$ cat src/inc/transfer_pkg.sv
// Constants shared by the transfer panel controller.
// Assumes a 50 MHz system clock.
package transfer_pkg;
  localparam int unsigned CLK_HZ          = 50000000;
  // Pickup threshold setting range, percent of rated voltage
  localparam logic [6:0]  PICKUP_MIN_PCT  = 7'h55;
  localparam logic [6:0]  PICKUP_MAX_PCT  = 7'h5f;
  // Re-transfer stabilization delay range, seconds
  localparam logic [3:0]  STAB_MAX_S      = 4'ha;
  // Under-frequency trigger range, Hz below rated
  localparam logic [1:0]  UF_MIN_HZ       = 2'h2;
  localparam logic [1:0]  UF_MAX_HZ       = 2'h3;
  // Debounce time for panel pushbuttons
  localparam int unsigned DEBOUNCE_MS     = 10;
  localparam int unsigned DEBOUNCE_CYC    = CLK_HZ / 1000 * DEBOUNCE_MS;
  // Indicator lamp test duration
  localparam int unsigned LAMP_TEST_MS    = 2000;
  localparam int unsigned LAMP_TEST_CYC   = CLK_HZ / 1000 * LAMP_TEST_MS;
  // Transfer completion window, quarter to half line cycle, in microseconds (60 Hz)
  localparam int unsigned XFER_MIN_US     = 4167;
  localparam int unsigned XFER_MAX_US     = 8333;
  localparam int unsigned XFER_MAX_CYC    = CLK_HZ / 1000000 * XFER_MAX_US;
  // Cycles per second, for the stabilization delay
  localparam int unsigned SEC_CYC         = CLK_HZ;
  // Number of pushbutton inputs
  localparam int unsigned NBTN            = 5;
  localparam int unsigned BTN_LAMP        = 0;
  localparam int unsigned BTN_ENABLE      = 1;
  localparam int unsigned BTN_MANUAL      = 2;
  localparam int unsigned BTN_TEST        = 3;
  localparam int unsigned BTN_RESET       = 4;
  localparam logic        SRC_NORMAL      = 1'b0;
  localparam logic        SRC_ALTERNATE   = 1'b1;
  localparam int unsigned FAULT_W         = 8;
  localparam int unsigned COUNT_W         = 16;
  typedef enum logic [1:0] {ST_IDLE, ST_SWITCH, ST_HOLD} xfer_state_t;
endpackage : transfer_pkg

$ cat src/design/bus_transfer_panel_control.sv
// Supervisory control for a two-way static transfer unit: mode, preferred source,
// automatic transfer timing, diagnostics, indicators, alarm and transfer counter.
// Assumes source quality comparisons arrive as digital flags from the monitoring
// front end; panel and GUI inputs are asynchronous and get synchronised here.
`timescale 1ns/10ps
module bus_transfer_panel_control
  import transfer_pkg::*;
#(
  parameter int unsigned DEBOUNCE_CYCLES  = DEBOUNCE_CYC,
  parameter int unsigned LAMP_TEST_CYCLES = LAMP_TEST_CYC,
  parameter int unsigned SEC_CYCLES       = SEC_CYC,
  parameter int unsigned XFER_CYCLES      = XFER_MAX_CYC
)(
  // Clock, reset, enable
  input  wire logic               i_clk_sys,
  input  wire logic               i_rst,
  input  wire logic               i_ce,
  // Panel switches
  input  wire logic               i_pnl_auto,
  input  wire logic               i_pnl_pref_alt,
  input  wire logic               i_pnl_lamp_test,
  input  wire logic               i_pnl_ctrl_en,
  input  wire logic               i_pnl_manual,
  input  wire logic               i_pnl_xfer_test,
  input  wire logic               i_pnl_fault_reset,
  input  wire logic               i_pnl_alarm_ack,
  // GUI equivalents
  input  wire logic               i_gui_auto,
  input  wire logic               i_gui_override,
  input  wire logic               i_gui_lamp_test,
  input  wire logic               i_gui_ctrl_en,
  input  wire logic               i_gui_manual,
  input  wire logic               i_gui_xfer_test,
  input  wire logic               i_gui_fault_reset,
  // Configuration
  input  wire logic [6:0]         i_cfg_pickup_pct,
  input  wire logic [3:0]         i_cfg_stab_s,
  input  wire logic [1:0]         i_cfg_uf_hz,
  input  wire logic               i_cfg_freq_trip_en,
  input  wire logic               i_cfg_alarm_dis,
  input  wire logic               i_cfg_air_cooled,
  // Source monitoring flags
  input  wire logic               i_norm_ok,
  input  wire logic               i_alt_ok,
  input  wire logic               i_norm_uf,
  input  wire logic               i_alt_uf,
  input  wire logic               i_out_of_phase,
  input  wire logic [1:0]         i_air_loss,
  // Diagnostics
  input  wire logic [FAULT_W-1:0] i_diag_fault,
  input  wire logic               i_sw_fail_norm,
  input  wire logic               i_sw_fail_alt,
  // Switch drivers
  output logic                    o_drv_norm,
  output logic                    o_drv_alt,
  // Indicators
  output logic                    o_lamp_load,
  output logic                    o_lamp_norm,
  output logic                    o_lamp_alt,
  output logic                    o_lamp_auto,
  output logic                    o_lamp_manual,
  output logic                    o_lamp_fault,
  output logic                    o_lamp_pref_norm,
  output logic                    o_lamp_pref_alt,
  output logic                    o_lamp_phase,
  output logic                    o_lamp_air_part,
  output logic                    o_lamp_air_full,
  output logic                    o_alarm,
  output logic                    o_disp_fault,
  output logic [COUNT_W-1:0]      o_display,
  output logic [6:0]              o_pickup_pct,
  output logic                    o_xfer_busy
);

  // Two-flop synchronisers for every asynchronous pin
  localparam int unsigned NSYNC = 16 + FAULT_W;
  logic [NSYNC-1:0] sync_a;
  logic [NSYNC-1:0] sync_b;
  always_ff @(posedge i_clk_sys)
  begin
    if (i_rst)
    begin
      sync_a <= '0;
      sync_b <= '0;
    end
    else if (i_ce)
    begin
      sync_a <= {i_diag_fault, i_air_loss, i_out_of_phase, i_alt_uf, i_norm_uf, i_alt_ok,
                 i_norm_ok, i_sw_fail_alt, i_sw_fail_norm, i_pnl_alarm_ack,
                 i_pnl_auto, i_pnl_pref_alt, i_pnl_lamp_test | i_gui_lamp_test,
                 i_pnl_ctrl_en | i_gui_ctrl_en, i_pnl_manual | i_gui_manual,
                 i_pnl_xfer_test | i_gui_xfer_test};
      sync_b <= sync_a;
    end
  end
  logic [FAULT_W-1:0] diag;
  logic [1:0] air;
  logic phase, alt_uf, norm_uf, alt_ok, norm_ok, fail_alt, fail_norm, ack;
  logic pnl_auto, pref_alt;
  logic lamp_s, en_s, manual_s, test_s;
  logic [NBTN-1:0] raw_btn;
  assign {diag, air, phase, alt_uf, norm_uf, alt_ok, norm_ok, fail_alt, fail_norm, ack,
          pnl_auto, pref_alt, lamp_s, en_s, manual_s, test_s} = sync_b;
  // Fault reset and GUI mode synchronised separately to keep the packed group readable
  logic rst_a, rst_b;
  logic [1:0] gui_mode_a, gui_mode_b;
  always_ff @(posedge i_clk_sys)
  begin
    if (i_rst)
    begin
      rst_a <= 1'b0;
      rst_b <= 1'b0;
      gui_mode_a <= '0;
      gui_mode_b <= '0;
    end
    else if (i_ce)
    begin
      rst_a <= i_pnl_fault_reset | i_gui_fault_reset;
      rst_b <= rst_a;
      gui_mode_a <= {i_gui_override, i_gui_auto};
      gui_mode_b <= gui_mode_a;
    end
  end
  always_comb
  begin
    raw_btn             = '0;
    raw_btn[BTN_LAMP]   = lamp_s;
    raw_btn[BTN_ENABLE] = en_s;
    raw_btn[BTN_MANUAL] = manual_s;
    raw_btn[BTN_TEST]   = test_s;
    raw_btn[BTN_RESET]  = rst_b;
  end

  // Debounce: a button state is accepted after it stays stable for the full count
  logic [NBTN-1:0] btn;
  logic [NBTN-1:0] btn_q;
  logic [31:0]     db_cnt [NBTN];
  always_ff @(posedge i_clk_sys)
  begin
    if (i_rst)
    begin
      btn   <= '0;
      btn_q <= '0;
      for (int i = 0; i < NBTN; i++) db_cnt[i] <= '0;
    end
    else if (i_ce)
    begin
      btn_q <= btn;
      for (int i = 0; i < NBTN; i++)
      begin
        if (raw_btn[i] == btn[i])
          db_cnt[i] <= '0;
        else if (db_cnt[i] >= DEBOUNCE_CYCLES - 1)
        begin
          btn[i]    <= raw_btn[i];
          db_cnt[i] <= '0;
        end
        else
          db_cnt[i] <= db_cnt[i] + 32'h1;
      end
    end
  end
  logic [NBTN-1:0] press;
  assign press = btn & ~btn_q;
  logic en_held;
  assign en_held = btn[BTN_ENABLE];
  logic manual_req, test_req, reset_req;
  assign manual_req = press[BTN_MANUAL] & en_held;
  assign test_req   = press[BTN_TEST] & en_held;
  assign reset_req  = press[BTN_RESET] & en_held;

  // Mode and preferred source; GUI can override the mode selector position only, not the preferred source
  logic auto_mode, pref_src;
  assign auto_mode = gui_mode_b[1] ? gui_mode_b[0] : pnl_auto;
  assign pref_src  = pref_alt ? SRC_ALTERNATE : SRC_NORMAL;
  assign o_pickup_pct = (i_cfg_pickup_pct < PICKUP_MIN_PCT) ? PICKUP_MIN_PCT :
                        (i_cfg_pickup_pct > PICKUP_MAX_PCT) ? PICKUP_MAX_PCT :
                        i_cfg_pickup_pct;

  // Source availability; frequency trip applies only when configured
  logic freq_ok_n, freq_ok_a, avail_n, avail_a;
  assign freq_ok_n = !(i_cfg_freq_trip_en && i_cfg_uf_hz >= UF_MIN_HZ && norm_uf);
  assign freq_ok_a = !(i_cfg_freq_trip_en && i_cfg_uf_hz >= UF_MIN_HZ && alt_uf);
  assign avail_n = norm_ok & freq_ok_n;
  assign avail_a = alt_ok & freq_ok_a;

  // Transfer sequencer
  xfer_state_t state;
  logic        active;
  logic        target;
  logic [31:0] xcnt;
  logic [31:0] stab_cnt;
  logic [3:0]  stab_s;
  logic        stab_done;
  assign stab_s    = (i_cfg_stab_s > STAB_MAX_S) ? STAB_MAX_S : i_cfg_stab_s;
  assign stab_done = stab_cnt == 32'h0;
  logic active_avail, other_avail, want_auto, auto_target;
  assign active_avail = (active == SRC_NORMAL) ? avail_n : avail_a;
  assign other_avail  = (active == SRC_NORMAL) ? avail_a : avail_n;
  // Loss of active source transfers at once; return to preferred waits for stability
  always_comb
  begin
    want_auto   = 1'b0;
    auto_target = ~active;
    if (!active_avail && other_avail)
      want_auto = 1'b1;
    else if (active != pref_src && ((pref_src == SRC_NORMAL) ? avail_n : avail_a) &&
             stab_done)
      want_auto = 1'b1;
  end
  logic fail_req, fail_target;
  assign fail_req    = (fail_norm && active != SRC_NORMAL) ||
                       (fail_alt && active != SRC_ALTERNATE);
  assign fail_target = fail_norm ? SRC_NORMAL : SRC_ALTERNATE;

  always_ff @(posedge i_clk_sys)
  begin
    if (i_rst)
    begin
      state  <= ST_IDLE;
      active <= SRC_NORMAL;
      target <= SRC_NORMAL;
      xcnt   <= '0;
    end
    else if (i_ce)
    begin
      unique case (state)
        ST_IDLE:
        begin
          if (fail_req)
          begin
            target <= fail_target;
            state  <= ST_SWITCH;
          end
          else if (manual_req && !auto_mode)
          begin
            target <= ~active;
            state  <= ST_SWITCH;
          end
          else if (test_req && other_avail)
          begin
            target <= ~active;
            state  <= ST_SWITCH;
          end
          // Never leave a side with a failed element, or the two rules would ping-pong
          else if (auto_mode && want_auto && !fail_norm && !fail_alt)
          begin
            target <= auto_target;
            state  <= ST_SWITCH;
          end
          xcnt <= '0;
        end
        ST_SWITCH:
        begin
          // Break-before-make in one cycle, far inside the half-cycle limit
          active <= target;
          xcnt   <= 32'h1;
          state  <= ST_HOLD;
        end
        ST_HOLD:
        begin
          // Gate drive settles before a new transfer may start
          if (xcnt >= XFER_CYCLES - 1)
            state <= ST_IDLE;
          else
            xcnt <= xcnt + 32'h1;
        end
        default:
          state <= ST_IDLE;
      endcase
    end
  end
  assign o_xfer_busy = state != ST_IDLE;

  // Stabilization timer restarts whenever the preferred source is not available
  logic [31:0] sec_cnt;
  always_ff @(posedge i_clk_sys)
  begin
    if (i_rst)
    begin
      stab_cnt <= '0;
      sec_cnt  <= '0;
    end
    else if (i_ce)
    begin
      if (!((pref_src == SRC_NORMAL) ? avail_n : avail_a) || active == pref_src)
      begin
        stab_cnt <= 32'(stab_s);
        sec_cnt  <= '0;
      end
      else if (!stab_done)
      begin
        if (sec_cnt >= SEC_CYCLES - 1)
        begin
          sec_cnt  <= '0;
          stab_cnt <= stab_cnt - 32'h1;
        end
        else
          sec_cnt <= sec_cnt + 32'h1;
      end
    end
  end

  // Drivers follow the active source, both off during the switch cycle
  always_ff @(posedge i_clk_sys)
  begin
    if (i_rst)
    begin
      o_drv_norm <= 1'b0;
      o_drv_alt  <= 1'b0;
    end
    else if (i_ce)
    begin
      o_drv_norm <= (state != ST_SWITCH) && active == SRC_NORMAL;
      o_drv_alt  <= (state != ST_SWITCH) && active == SRC_ALTERNATE;
    end
  end

  // Fault latching: diagnostic faults that persist two samples latch until reset; blocking faults follow live
  logic [FAULT_W-1:0] fault_lat;
  logic [FAULT_W-1:0] fault_prev;
  logic [FAULT_W-1:0] fault_ack;
  logic               alarm_on;
  logic any_fault;
  assign any_fault = (|fault_lat) | (|diag) | fail_norm | fail_alt;
  always_ff @(posedge i_clk_sys)
  begin
    if (i_rst)
    begin
      fault_lat  <= '0;
      fault_prev <= '0;
    end
    else if (i_ce)
    begin
      fault_prev <= diag;
      // A fault still present is re-set in the reset cycle, so reset cannot hide it
      if (reset_req)
        fault_lat <= diag;
      else
        fault_lat <= fault_lat | (diag & fault_prev);
    end
  end
  // Alarm sounds only for faults that persist two samples; ack silences current ones
  logic [FAULT_W-1:0] persist;
  assign persist = diag & fault_prev;
  always_ff @(posedge i_clk_sys)
  begin
    if (i_rst)
    begin
      fault_ack <= '0;
      alarm_on  <= 1'b0;
    end
    else if (i_ce)
    begin
      if (ack)
        fault_ack <= persist;
      else
        fault_ack <= fault_ack & persist;
      alarm_on <= !i_cfg_alarm_dis && |(persist & ~fault_ack & ~({FAULT_W{ack}}));
    end
  end

  // Transfer counter
  logic [COUNT_W-1:0] xfer_count;
  always_ff @(posedge i_clk_sys)
  begin
    if (i_rst)
      xfer_count <= '0;
    else if (i_ce && state == ST_SWITCH && target != active)
      xfer_count <= xfer_count + 1'b1;
  end

  // Lamp test timer
  logic [31:0] lamp_cnt;
  always_ff @(posedge i_clk_sys)
  begin
    if (i_rst)
      lamp_cnt <= '0;
    else if (i_ce)
    begin
      if (press[BTN_LAMP])
        lamp_cnt <= 32'(LAMP_TEST_CYCLES);
      else if (lamp_cnt != 32'h0)
        lamp_cnt <= lamp_cnt - 32'h1;
    end
  end
  logic lt;
  assign lt = lamp_cnt != 32'h0;

  // Indicators; lamp test touches only lamps, never the drivers
  always_ff @(posedge i_clk_sys)
  begin
    if (i_rst)
    begin
      o_lamp_load      <= 1'b0;
      o_lamp_norm      <= 1'b0;
      o_lamp_alt       <= 1'b0;
      o_lamp_auto      <= 1'b0;
      o_lamp_manual    <= 1'b0;
      o_lamp_fault     <= 1'b0;
      o_lamp_pref_norm <= 1'b0;
      o_lamp_pref_alt  <= 1'b0;
      o_lamp_phase     <= 1'b0;
      o_lamp_air_part  <= 1'b0;
      o_lamp_air_full  <= 1'b0;
      o_alarm          <= 1'b0;
      o_disp_fault     <= 1'b0;
      o_display        <= '0;
    end
    else if (i_ce)
    begin
      o_lamp_load      <= lt | ((active == SRC_NORMAL) ? avail_n : avail_a);
      o_lamp_norm      <= lt | avail_n;
      o_lamp_alt       <= lt | avail_a;
      o_lamp_auto      <= lt | auto_mode;
      o_lamp_manual    <= lt | !auto_mode;
      o_lamp_fault     <= lt | any_fault;
      o_lamp_pref_norm <= lt | (pref_src == SRC_NORMAL);
      o_lamp_pref_alt  <= lt | (pref_src == SRC_ALTERNATE);
      o_lamp_phase     <= lt | phase;
      o_lamp_air_part  <= lt | (i_cfg_air_cooled & air[0]);
      o_lamp_air_full  <= lt | (i_cfg_air_cooled & air[1]);
      o_alarm          <= alarm_on;
      // Out-of-phase deliberately excluded from the fault display
      o_disp_fault     <= any_fault;
      o_display        <= any_fault ? COUNT_W'(fault_lat | diag) : xfer_count;
    end
  end

endmodule : bus_transfer_panel_control

$ cat config.mk
export PLATFORM = sky130hd
export DESIGN_NAME = bus_transfer_panel_control
export DESIGN_NICKNAME = d
export VERILOG_FILES = /design/src/inc/transfer_pkg.sv /design/src/design/bus_transfer_panel_control.sv
export SDC_FILE = /design/constraint.sdc
export NUM_CORES = 1
export LEC_CHECK = 0
export ABC_AREA = 1
export ABC_CLOCK_PERIOD_IN_PS = 4550
export BUFFER_PORTS_ARGS = -buffer_cell sky130_fd_sc_hd__buf_2
export CAP_MARGIN = 20
export CELL_PAD_IN_SITES_DETAIL_PLACEMENT = 0
export CELL_PAD_IN_SITES_GLOBAL_PLACEMENT = 1
export CORE_AREA = 2 2 289 291
export DETAILED_ROUTE_END_ITERATION = 12
export DIE_AREA = 0 0 291 293
export PLACE_DENSITY = 0.58
export SETUP_SLACK_MARGIN = 0.3
export SYNTH_ARGS = -nofsm -noshare
export SYNTH_HDL_FRONTEND = slang
export SYNTH_SLANG_ARGS = --single-unit
$ cat constraint.sdc
create_clock -name i_clk_sys -period 4.55 [get_ports i_clk_sys]
set_input_delay 0.6825 -clock i_clk_sys [delete_from_list [all_inputs] [get_ports i_clk_sys]]
set_output_delay 0.6825 -clock i_clk_sys [all_outputs]
set_load 0.02 [all_outputs]
==> results of run 1 <==
==> routing by layer <==
metal | GRT usage | wire (µm) | vias to the layer above
li1 | - | - | 8773
met1 | 0.1660 | 25500 | 7880
met2 | 0.2044 | 23550 | 219
met3 | 0.01967 | 2161 | 69
met4 | 0.03437 | 1020 | 0
met5 | 0 | 0 | -
==> Yosys cell counts (19+ instances only) <==
cell        n  area share
nand3_1   120       0.029
edfxtp_1  160        0.23
nor3b_1    19      0.0070
inv_1     254       0.047
clkbuf_1   50      0.0092
xor2_1     76       0.033
a21oi_1   156       0.038
dfxtp_1   267        0.26
o22ai_1    19      0.0058
nor4_1     30      0.0092
nor2_1    425       0.078
nor3_1    125       0.031
nand2_1   509       0.093
o21ai_0   139       0.034
xnor2_1    30       0.013
nand4_1    47       0.014
==> layout by cell type (no fill, tap or decap), drive strengths merged, types with 20 or more instances in the layout <==
cell,netlist,routed
edfxtp,160,160
nand4,48,48
a21oi,156,156
xor2,76,76
nor2,435,435
dfxtp,267,267
buf,34,95
nand3,122,122
o21ai,139,139
nor3,131,131
clkbuf,50,73
xnor2,30,30
conb,2,68
nor4,30,30
nor3b,20,20
inv,262,264
nand2,522,522
==> power by group through the flow <==
stage          combinational, µW  clock, µW  sequential [µW]
5_1_grt                     2690       4540             4600
6_report                    2340       4240             4560
2_1_floorplan               1760          0             4590
3_5_place_dp                2350          0             4640
4_1_cts                     2360       4410             4550
3_3_place_gp                2340          0             4630
==> registers in the layout (all words and copies together) (netlist names), 2 cells and up <==
| name | flops |
|---|---|
| stab_cnt | 32 |
| btn_q | 4 |
| sec_cnt | 32 |
| sync_b | 24 |
| xcnt | 32 |
| btn | 5 |
| lamp_cnt | 32 |
| state | 2 |
| db_cnt | 160 |
| gui_mode_b | 2 |
| gui_mode_a | 2 |
| fault_prev | 8 |
| fault_lat | 8 |
| o_display | 16 |
| xfer_count | 16 |
| fault_ack | 8 |
| sync_a | 24 |
==> worst register-to-register path: stages, from the launching register on <==
cell and delay, ns:
dfxtp_1 0.54, inv_2 0.11, nand3_1 0.10, nand2_1 0.40, nand2_4 0.29, nand2_8 0.13, inv_4 0.26, nand2_8 0.22
inv_2 0.48, nand3_1 0.14, a21oi_1 0.15
==> stage by stage <==
stage          area, µm²  cells  setup slack, ns  total power, µW
6_report           23930   3834            1.659            11140
5_1_grt            23930   3832            1.263            11820
4_1_cts            23930   3832            1.572            11330
3_5_place_dp       22170   3735            1.061             6985
3_3_place_gp       22170   3735            1.126             6967
2_1_floorplan      20690   2654           0.4436             6351
==> area by class of cell <==
| class | instances | area (µm²) |
|---|---|---|
| diodes | 2 | 5.005 |
| clock buffers | 73 | 1483 |
| clock inverters | 24 | 279.0 |
| fillers | 8703 | 57920 |
| inverters | 264 | 994.7 |
| multi-input cells | 1879 | 9164 |
| flip-flops and latches | 427 | 10150 |
| well taps | 1070 | 1339 |
| repair buffers | 95 | 518.0 |
==> cells by family (layout without fill, tap and decap cells) <==
family / Yosys count / count (layout) / share of synthesized area
simple gates: 1331 / 1331 / 0.2845
buf+inv: 348 / 456 / 0.06823
fa+ha+maj: 17 / 17 / 0.01040
flops: 427 / 427 / 0.4964
other cells: 2 / 70 / 0.0003673
xor+xnor: 106 / 106 / 0.04541
compound gates: 357 / 357 / 0.09467
==> path summary, 6_finish.rpt <==
check	from	endpoint	slack [ns]	cells after the start
min	i_diag_fault[5]	sync_a[21]	0.29	3
max reg2reg	active	stab_cnt[29]	1.66	10
max	active	stab_cnt[29]	1.66	10
min reg2reg	xcnt[27]	xcnt[27]	0.44	2
==> run_results.csv, run 1 <==
group,metric,value,unit
yosys,ys_seq_elements,427,
global_routing,track_usage,0.1233,
die,pin_count,90,
detailed_routing,vias_per_cell,4.419,
setup_path,cp_slowest_cell,"dfxtp_1",
yosys,syn_avg_cell_area,7.900,µm²
detailed_routing,drtIter0Drc,967,
placement,dp_hpwl,36.66,mm
power_and_ir_drop,clock_power_share,0.381,
setup_path,critPathLaunchType,"flip-flop",
detailed_routing,routed_wl,52.23,mm
timing,skew,0.02615,ns
setup_path,max_stage_delay,0.54,ns
final_layout,final_util,0.2924,
placement,place.gp.congestion,0.8330,
clock_tree,clockBufferDepth,3,
clock_tree,post_cts_buffers,0,
die,start_util,0.2498,
die,die_h,293,µm
power_and_ir_drop,vdd_drop_max,0.2805,mV
die,fp.coreArea,81850,µm²
final_layout,nNetsFinal,2787,
clock_tree,clk_latency,0.61,ns
yosys,synth_edf_count,160,
timing,drv_slew,0,
clock_tree,cts-root-buf,"clkbuf_16",
die,row_count,105,
detailed_routing,wire_per_inst,13.62,µm
clock_tree,ctsHoldBuffers,0,
timing,hold_violations,0,
clock_tree,tritoncts,"built",
yosys,async_reset_ff_frac,0,
setup_path,end_kind,"flip-flop",
yosys,synthCells,2588,
setup_path,cp_max_fo,37,
detailed_routing,drc,0,
timing,finalSetupTns,0,ns
timing,holdWs,0.2864,ns
yosys,yosysWarnings,0,
die,die_area,85260,µm²
worst_hold_path,hp-class,"in -> reg",
die,die_x,291,µm
timing,timing.fmax,345.9,MHz
detailed_routing,dr_total_vias,16940,
power_and_ir_drop,switching_share,0.3153,
power_and_ir_drop,p_int,7625,µW
clock_tree,numCtsBuffers,52,
power_and_ir_drop,power.density,465.3,nW/µm²
yosys,synth_seq_area_share,0.4964,
power_and_ir_drop,p_seq_frac,0.409,
placement,port_buffers,85,
global_routing,grt_pass1_wl,86.19,mm
setup_path,path_class,"reg -> reg",
clock_tree,path_clk_slew,0.06,ns
timing,period_share,0.6354,
setup_path,cp_cell_sequence,"inv_2 > nand3_1 > nand2_1 > nand2_4 > nand2_8 > inv_4 > nand2_8 > inv_2 > nand3_1 > a21oi_1",
clock_tree,htreeDepth,2,
run_status,status,"completed",
global_routing,grt_pass1_vias,16630,
final_layout,final_layout_size_suffix_gt1_frac,0.08617,
detailed_routing,dr.pass1.iters,5,
power_and_ir_drop,p_switching,3511,µW
timing,rsz0062_at_grt,"no",
clock_tree,cts.repair.resized,0,
timing,final-setup-viol-count,0,
setup_path,path_buf_inv,3,
yosys,syn_area,20450,µm²
global_routing,grt_max_degree,83,
setup_path,timing.critical_path.arrival,3.43,ns
run,drv_cap,0,
timing,max-slew-margin-rel,0.3785,
setup_path,critPathTopFamily,"simple AND/OR/NAND/NOR gates",
final_layout,area_delta_synth_final,17.05,%
yosys,synthFlopType,"dfxtp_1",
clock_tree,numClockSinks,427,
timing,worstMarginPinSlew,0.9322,ns
global_routing,antenna_found_initial,2,
detailed_routing,ant_nets,0,
timing,finalCriticalPeriod,2.891,ns
power_and_ir_drop,p_comb_frac,0.210,
yosys,ys_types,56,
global_routing,globalRouteOverflowTotal,0,
setup_path,worstPathRequired,5.09,ns
power_and_ir_drop,p_leak,0.009328,µW
(Power assumes the default switching activity.)
==> inputs of run 2 (changes only) <==
Settings changed: ABC_AREA 1 to 0, ABC_CLOCK_PERIOD_IN_PS 4550 to 2550, CORE_AREA 2 2 289 291 to 2 2 283 285, DIE_AREA 0 0 291 293 to 0 0 285 287.
Clock period 4.55 ns to 2.55 ns, I/O delays scaled along.
==> run_results.csv, run 2 <==
group,metric,value,unit
yosys,synth_top_area_frac,0.2747,
detailed_routing,ant_nets,0,
timing,final-setup-viol-count,0,
yosys,syn_avg_cell_area,9.745,µm²
timing,hold_violations,0,
clock_tree,numCtsBuffers,51,
power_and_ir_drop,clock_power_share,0.368,
global_routing,track_usage,0.1178,
setup_path,max_stage_delay,0.43,ns
power_and_ir_drop,p_switching,6129,µW
power_and_ir_drop,power.density,793.3,nW/µm²
detailed_routing,routed_wl,49.49,mm
yosys,yosysWarnings,0,
power_and_ir_drop,p_int,14380,µW
global_routing,grt_pass1_vias,15430,
detailed_routing,vias_per_cell,4.624,
setup_path,cp_slowest_cell,"or4_4",
yosys,synth_edf_count,160,
power_and_ir_drop,p_seq_frac,0.394,
timing,worst_slack,0.1071,ns
yosys,yosys-top-cells-area,"dfxtp_1 27%, edfxtp_1 25%, nor2_1 6.0%",
final_layout,final_common_cell,"nor2_1",
run,drv_cap,0,
power_and_ir_drop,p_leak,0.009132,µW
timing,timing.fmax,409.4,MHz
clock_tree,numClockSinks,427,
timing,max-slew-margin-rel,0.3934,
timing,finalSetupTns,0,ns
timing,rsz0062_at_grt,"yes",
global_routing,grt_max_degree,85,
clock_tree,clockBufferDepth,3,
timing,holdWs,0.04448,ns
yosys,synth_seq_area_share,0.5215,
yosys,syn_area,19460,µm²
clock_tree,cts-root-buf,"clkbuf_16",
placement,place.gp.congestion,0.7652,
final_layout,area_delta_synth_final,32.84,%
timing,skew,0.02856,ns
yosys,yosysTopAreaCell,"dfxtp_1",
clock_tree,path_clk_slew,0.06,ns
power_and_ir_drop,finalPower,20510,µW
clock_tree,tritoncts,"built",
timing,worstMarginPinSlew,0.9100,ns
placement,port_buffers,85,
global_routing,globalRouteOverflowTotal,0,
detailed_routing,dr.pass1.iters,5,
clock_tree,htreeDepth,2,
yosys,yosysMostFrequentCell,"nor2_1",
power_and_ir_drop,switching_share,0.2988,
yosys,synthFlopType,"dfxtp_1",
setup_path,end_kind,"flip-flop",
final_layout,max_flop_register,"db_cnt",
setup_path,path_buf_inv,1,
power_and_ir_drop,p_comb_frac,0.238,
setup_path,cp_max_fo,19,
setup_path,cp_cell_sequence,"ha_2 > and4_4 > or4_4 > a311oi_4 > o41ai_2 > or3_4 > buf_12 > nor2_1",
final_layout,nNetsFinal,2344,
final_layout,mostFrequentLayoutCells,"281 x nor2_1, 247 x dfxtp_1, 160 x edfxtp_1",
final_layout,diodes,0,
setup_path,timing.critical_path.arrival,2.90,ns
die,pin_count,90,
clock_tree,clk_latency,0.60,ns
global_routing,grt_pass1_wl,80.27,mm
final_layout,final_layout_size_suffix_gt1_frac,0.2550,
yosys,async_reset_ff_frac,0,
setup_path,worstPathRequired,3.01,ns
power_and_ir_drop,vdd_drop_max,0.5039,mV
yosys,ys_types,72,
setup_path,rrSetupSlack,0.11,ns
setup_path,path_class,"reg -> reg",
setup_path,critPathTopFamily,"simple AND/OR/NAND/NOR gates",
die,fp.coreArea,78610,µm²
timing,period_share,0.9580,
die,die_area,81800,µm²
die,die_x,285,µm
final_layout,largest_register_ffs,160,
detailed_routing,dr_total_vias,15570,
placement,dp_hpwl,32.16,mm
placement,dp_slack,-0.04690,ns
detailed_routing,wire_per_inst,14.69,µm
worst_hold_path,hp-class,"in -> reg",
die,start_util,0.2476,
setup_path,critPathLaunchType,"flip-flop",
die,die_h,287,µm
detailed_routing,drtIter0Drc,841,
run_status,status,"completed",
final_layout,nFillCells,8010,
die,row_count,103,
yosys,synthCells,1997,
global_routing,antenna_found_initial,0,
detailed_routing,drc,0,
yosys,ys_seq_elements,427,
timing,drv_slew,0,
yosys,ys_top_cells_by_count,"312 x nor2_1, 267 x dfxtp_1, 160 x edfxtp_1, 124 x nand2_1, 113 x a21oi_1",
timing,finalCriticalPeriod,2.443,ns
==> run 2: layer usage <==
metal | part of all wire | global-route usage
met1 | 0.48 | 0.1588
met2 | 0.46 | 0.1950
met3 | 0.036 | 0.02032
met4 | 0.020 | 0.03089
met5 | 0 | 0
==> run 2: cells by family (layout without fill, tap and decap cells) <==
family                     Yosys count  count (layout)  share of synthesized area
AOI/OAI and AO/OA                  314             315                     0.1055
and+or+nand+nor                    886             887                     0.2304
muxes                               81              81                    0.04166
xor gates and xnor gates           133             133                    0.05986
DFF                                427             427                     0.5215
adders and majority gates           17              17                    0.01093
buffers and inverters              137             390                    0.02977
other                                2              68                  0.0003859
==> run 2: area by class of cell <==
type                            count  area, µm²  share of cell area
Timing Repair Buffer              256       2123             0.08213
Multi-Input combinational cell   1501      10310              0.3988
Tap cell                         1050       1314             0.05082
Clock buffer                       68       1525             0.05900
Inverter                           39      146.4            0.005663
Sequential cell                   427      10180              0.3938
Clock inverter                     27      254.0            0.009825
==> run 2: worst paths after layout <==
| check | depth (start not counted) | startpoint | to |
|---|---|---|---|
| worst max-delay path | 8 | db_cnt[4][1] | db_cnt[4][10] |
| worst min-delay path | 3 | i_diag_fault[6] | sync_a[22] |
| worst max register to register | 8 | db_cnt[4][1] | db_cnt[4][10] |
| worst min register to register | 2 | o_display[12] | o_display[12] |
==> run 2: timing repair <==
| action | CTS | global route |
|---|---|---|
| buffers inserted | 34 | 15 |
| setup endpoints to repair | 185 | 199 |
| pin swaps | 54 | 81 |
| endpoints found under the hold margin | 7 | 0 |
| hold buffers | 7 | 0 |
| gates cloned | 8 | 6 |
| gates resized for setup | 142 | 176 |
==> run 2: power by group through the flow <==
stage	clock [µW]	sequential, µW	combinational, µW
after floorplan	0	8130	2560
after global placement	0	8150	3670
after detailed placement	0	8170	3710
after CTS	7800	8040	4380
after global routing	8090	8160	5330
final	7540	8080	4890
==> run 2: tightest hold or removal path: cells and delay by family <==
family / cells / cell delay (ns)
and+or+nand+nor: 1 / 0.07
muxes: 1 / 0.05
buffers and inverters: 1 / 0.07
==> run 2: through the flow <==
| step | cells | util | instance area, µm² |
|---|---|---|---|
| 5_1_grt | 3368 | 0.3289 | 25850 |
| 6_report | 3368 | 0.3289 | 25850 |
| 3_5_place_dp | 3203 | 0.2802 | 22030 |
| 4_1_cts | 3347 | 0.3164 | 24870 |
| 3_3_place_gp | 3203 | 0.2802 | 22030 |
| 2_1_floorplan | 2063 | - | 19900 |
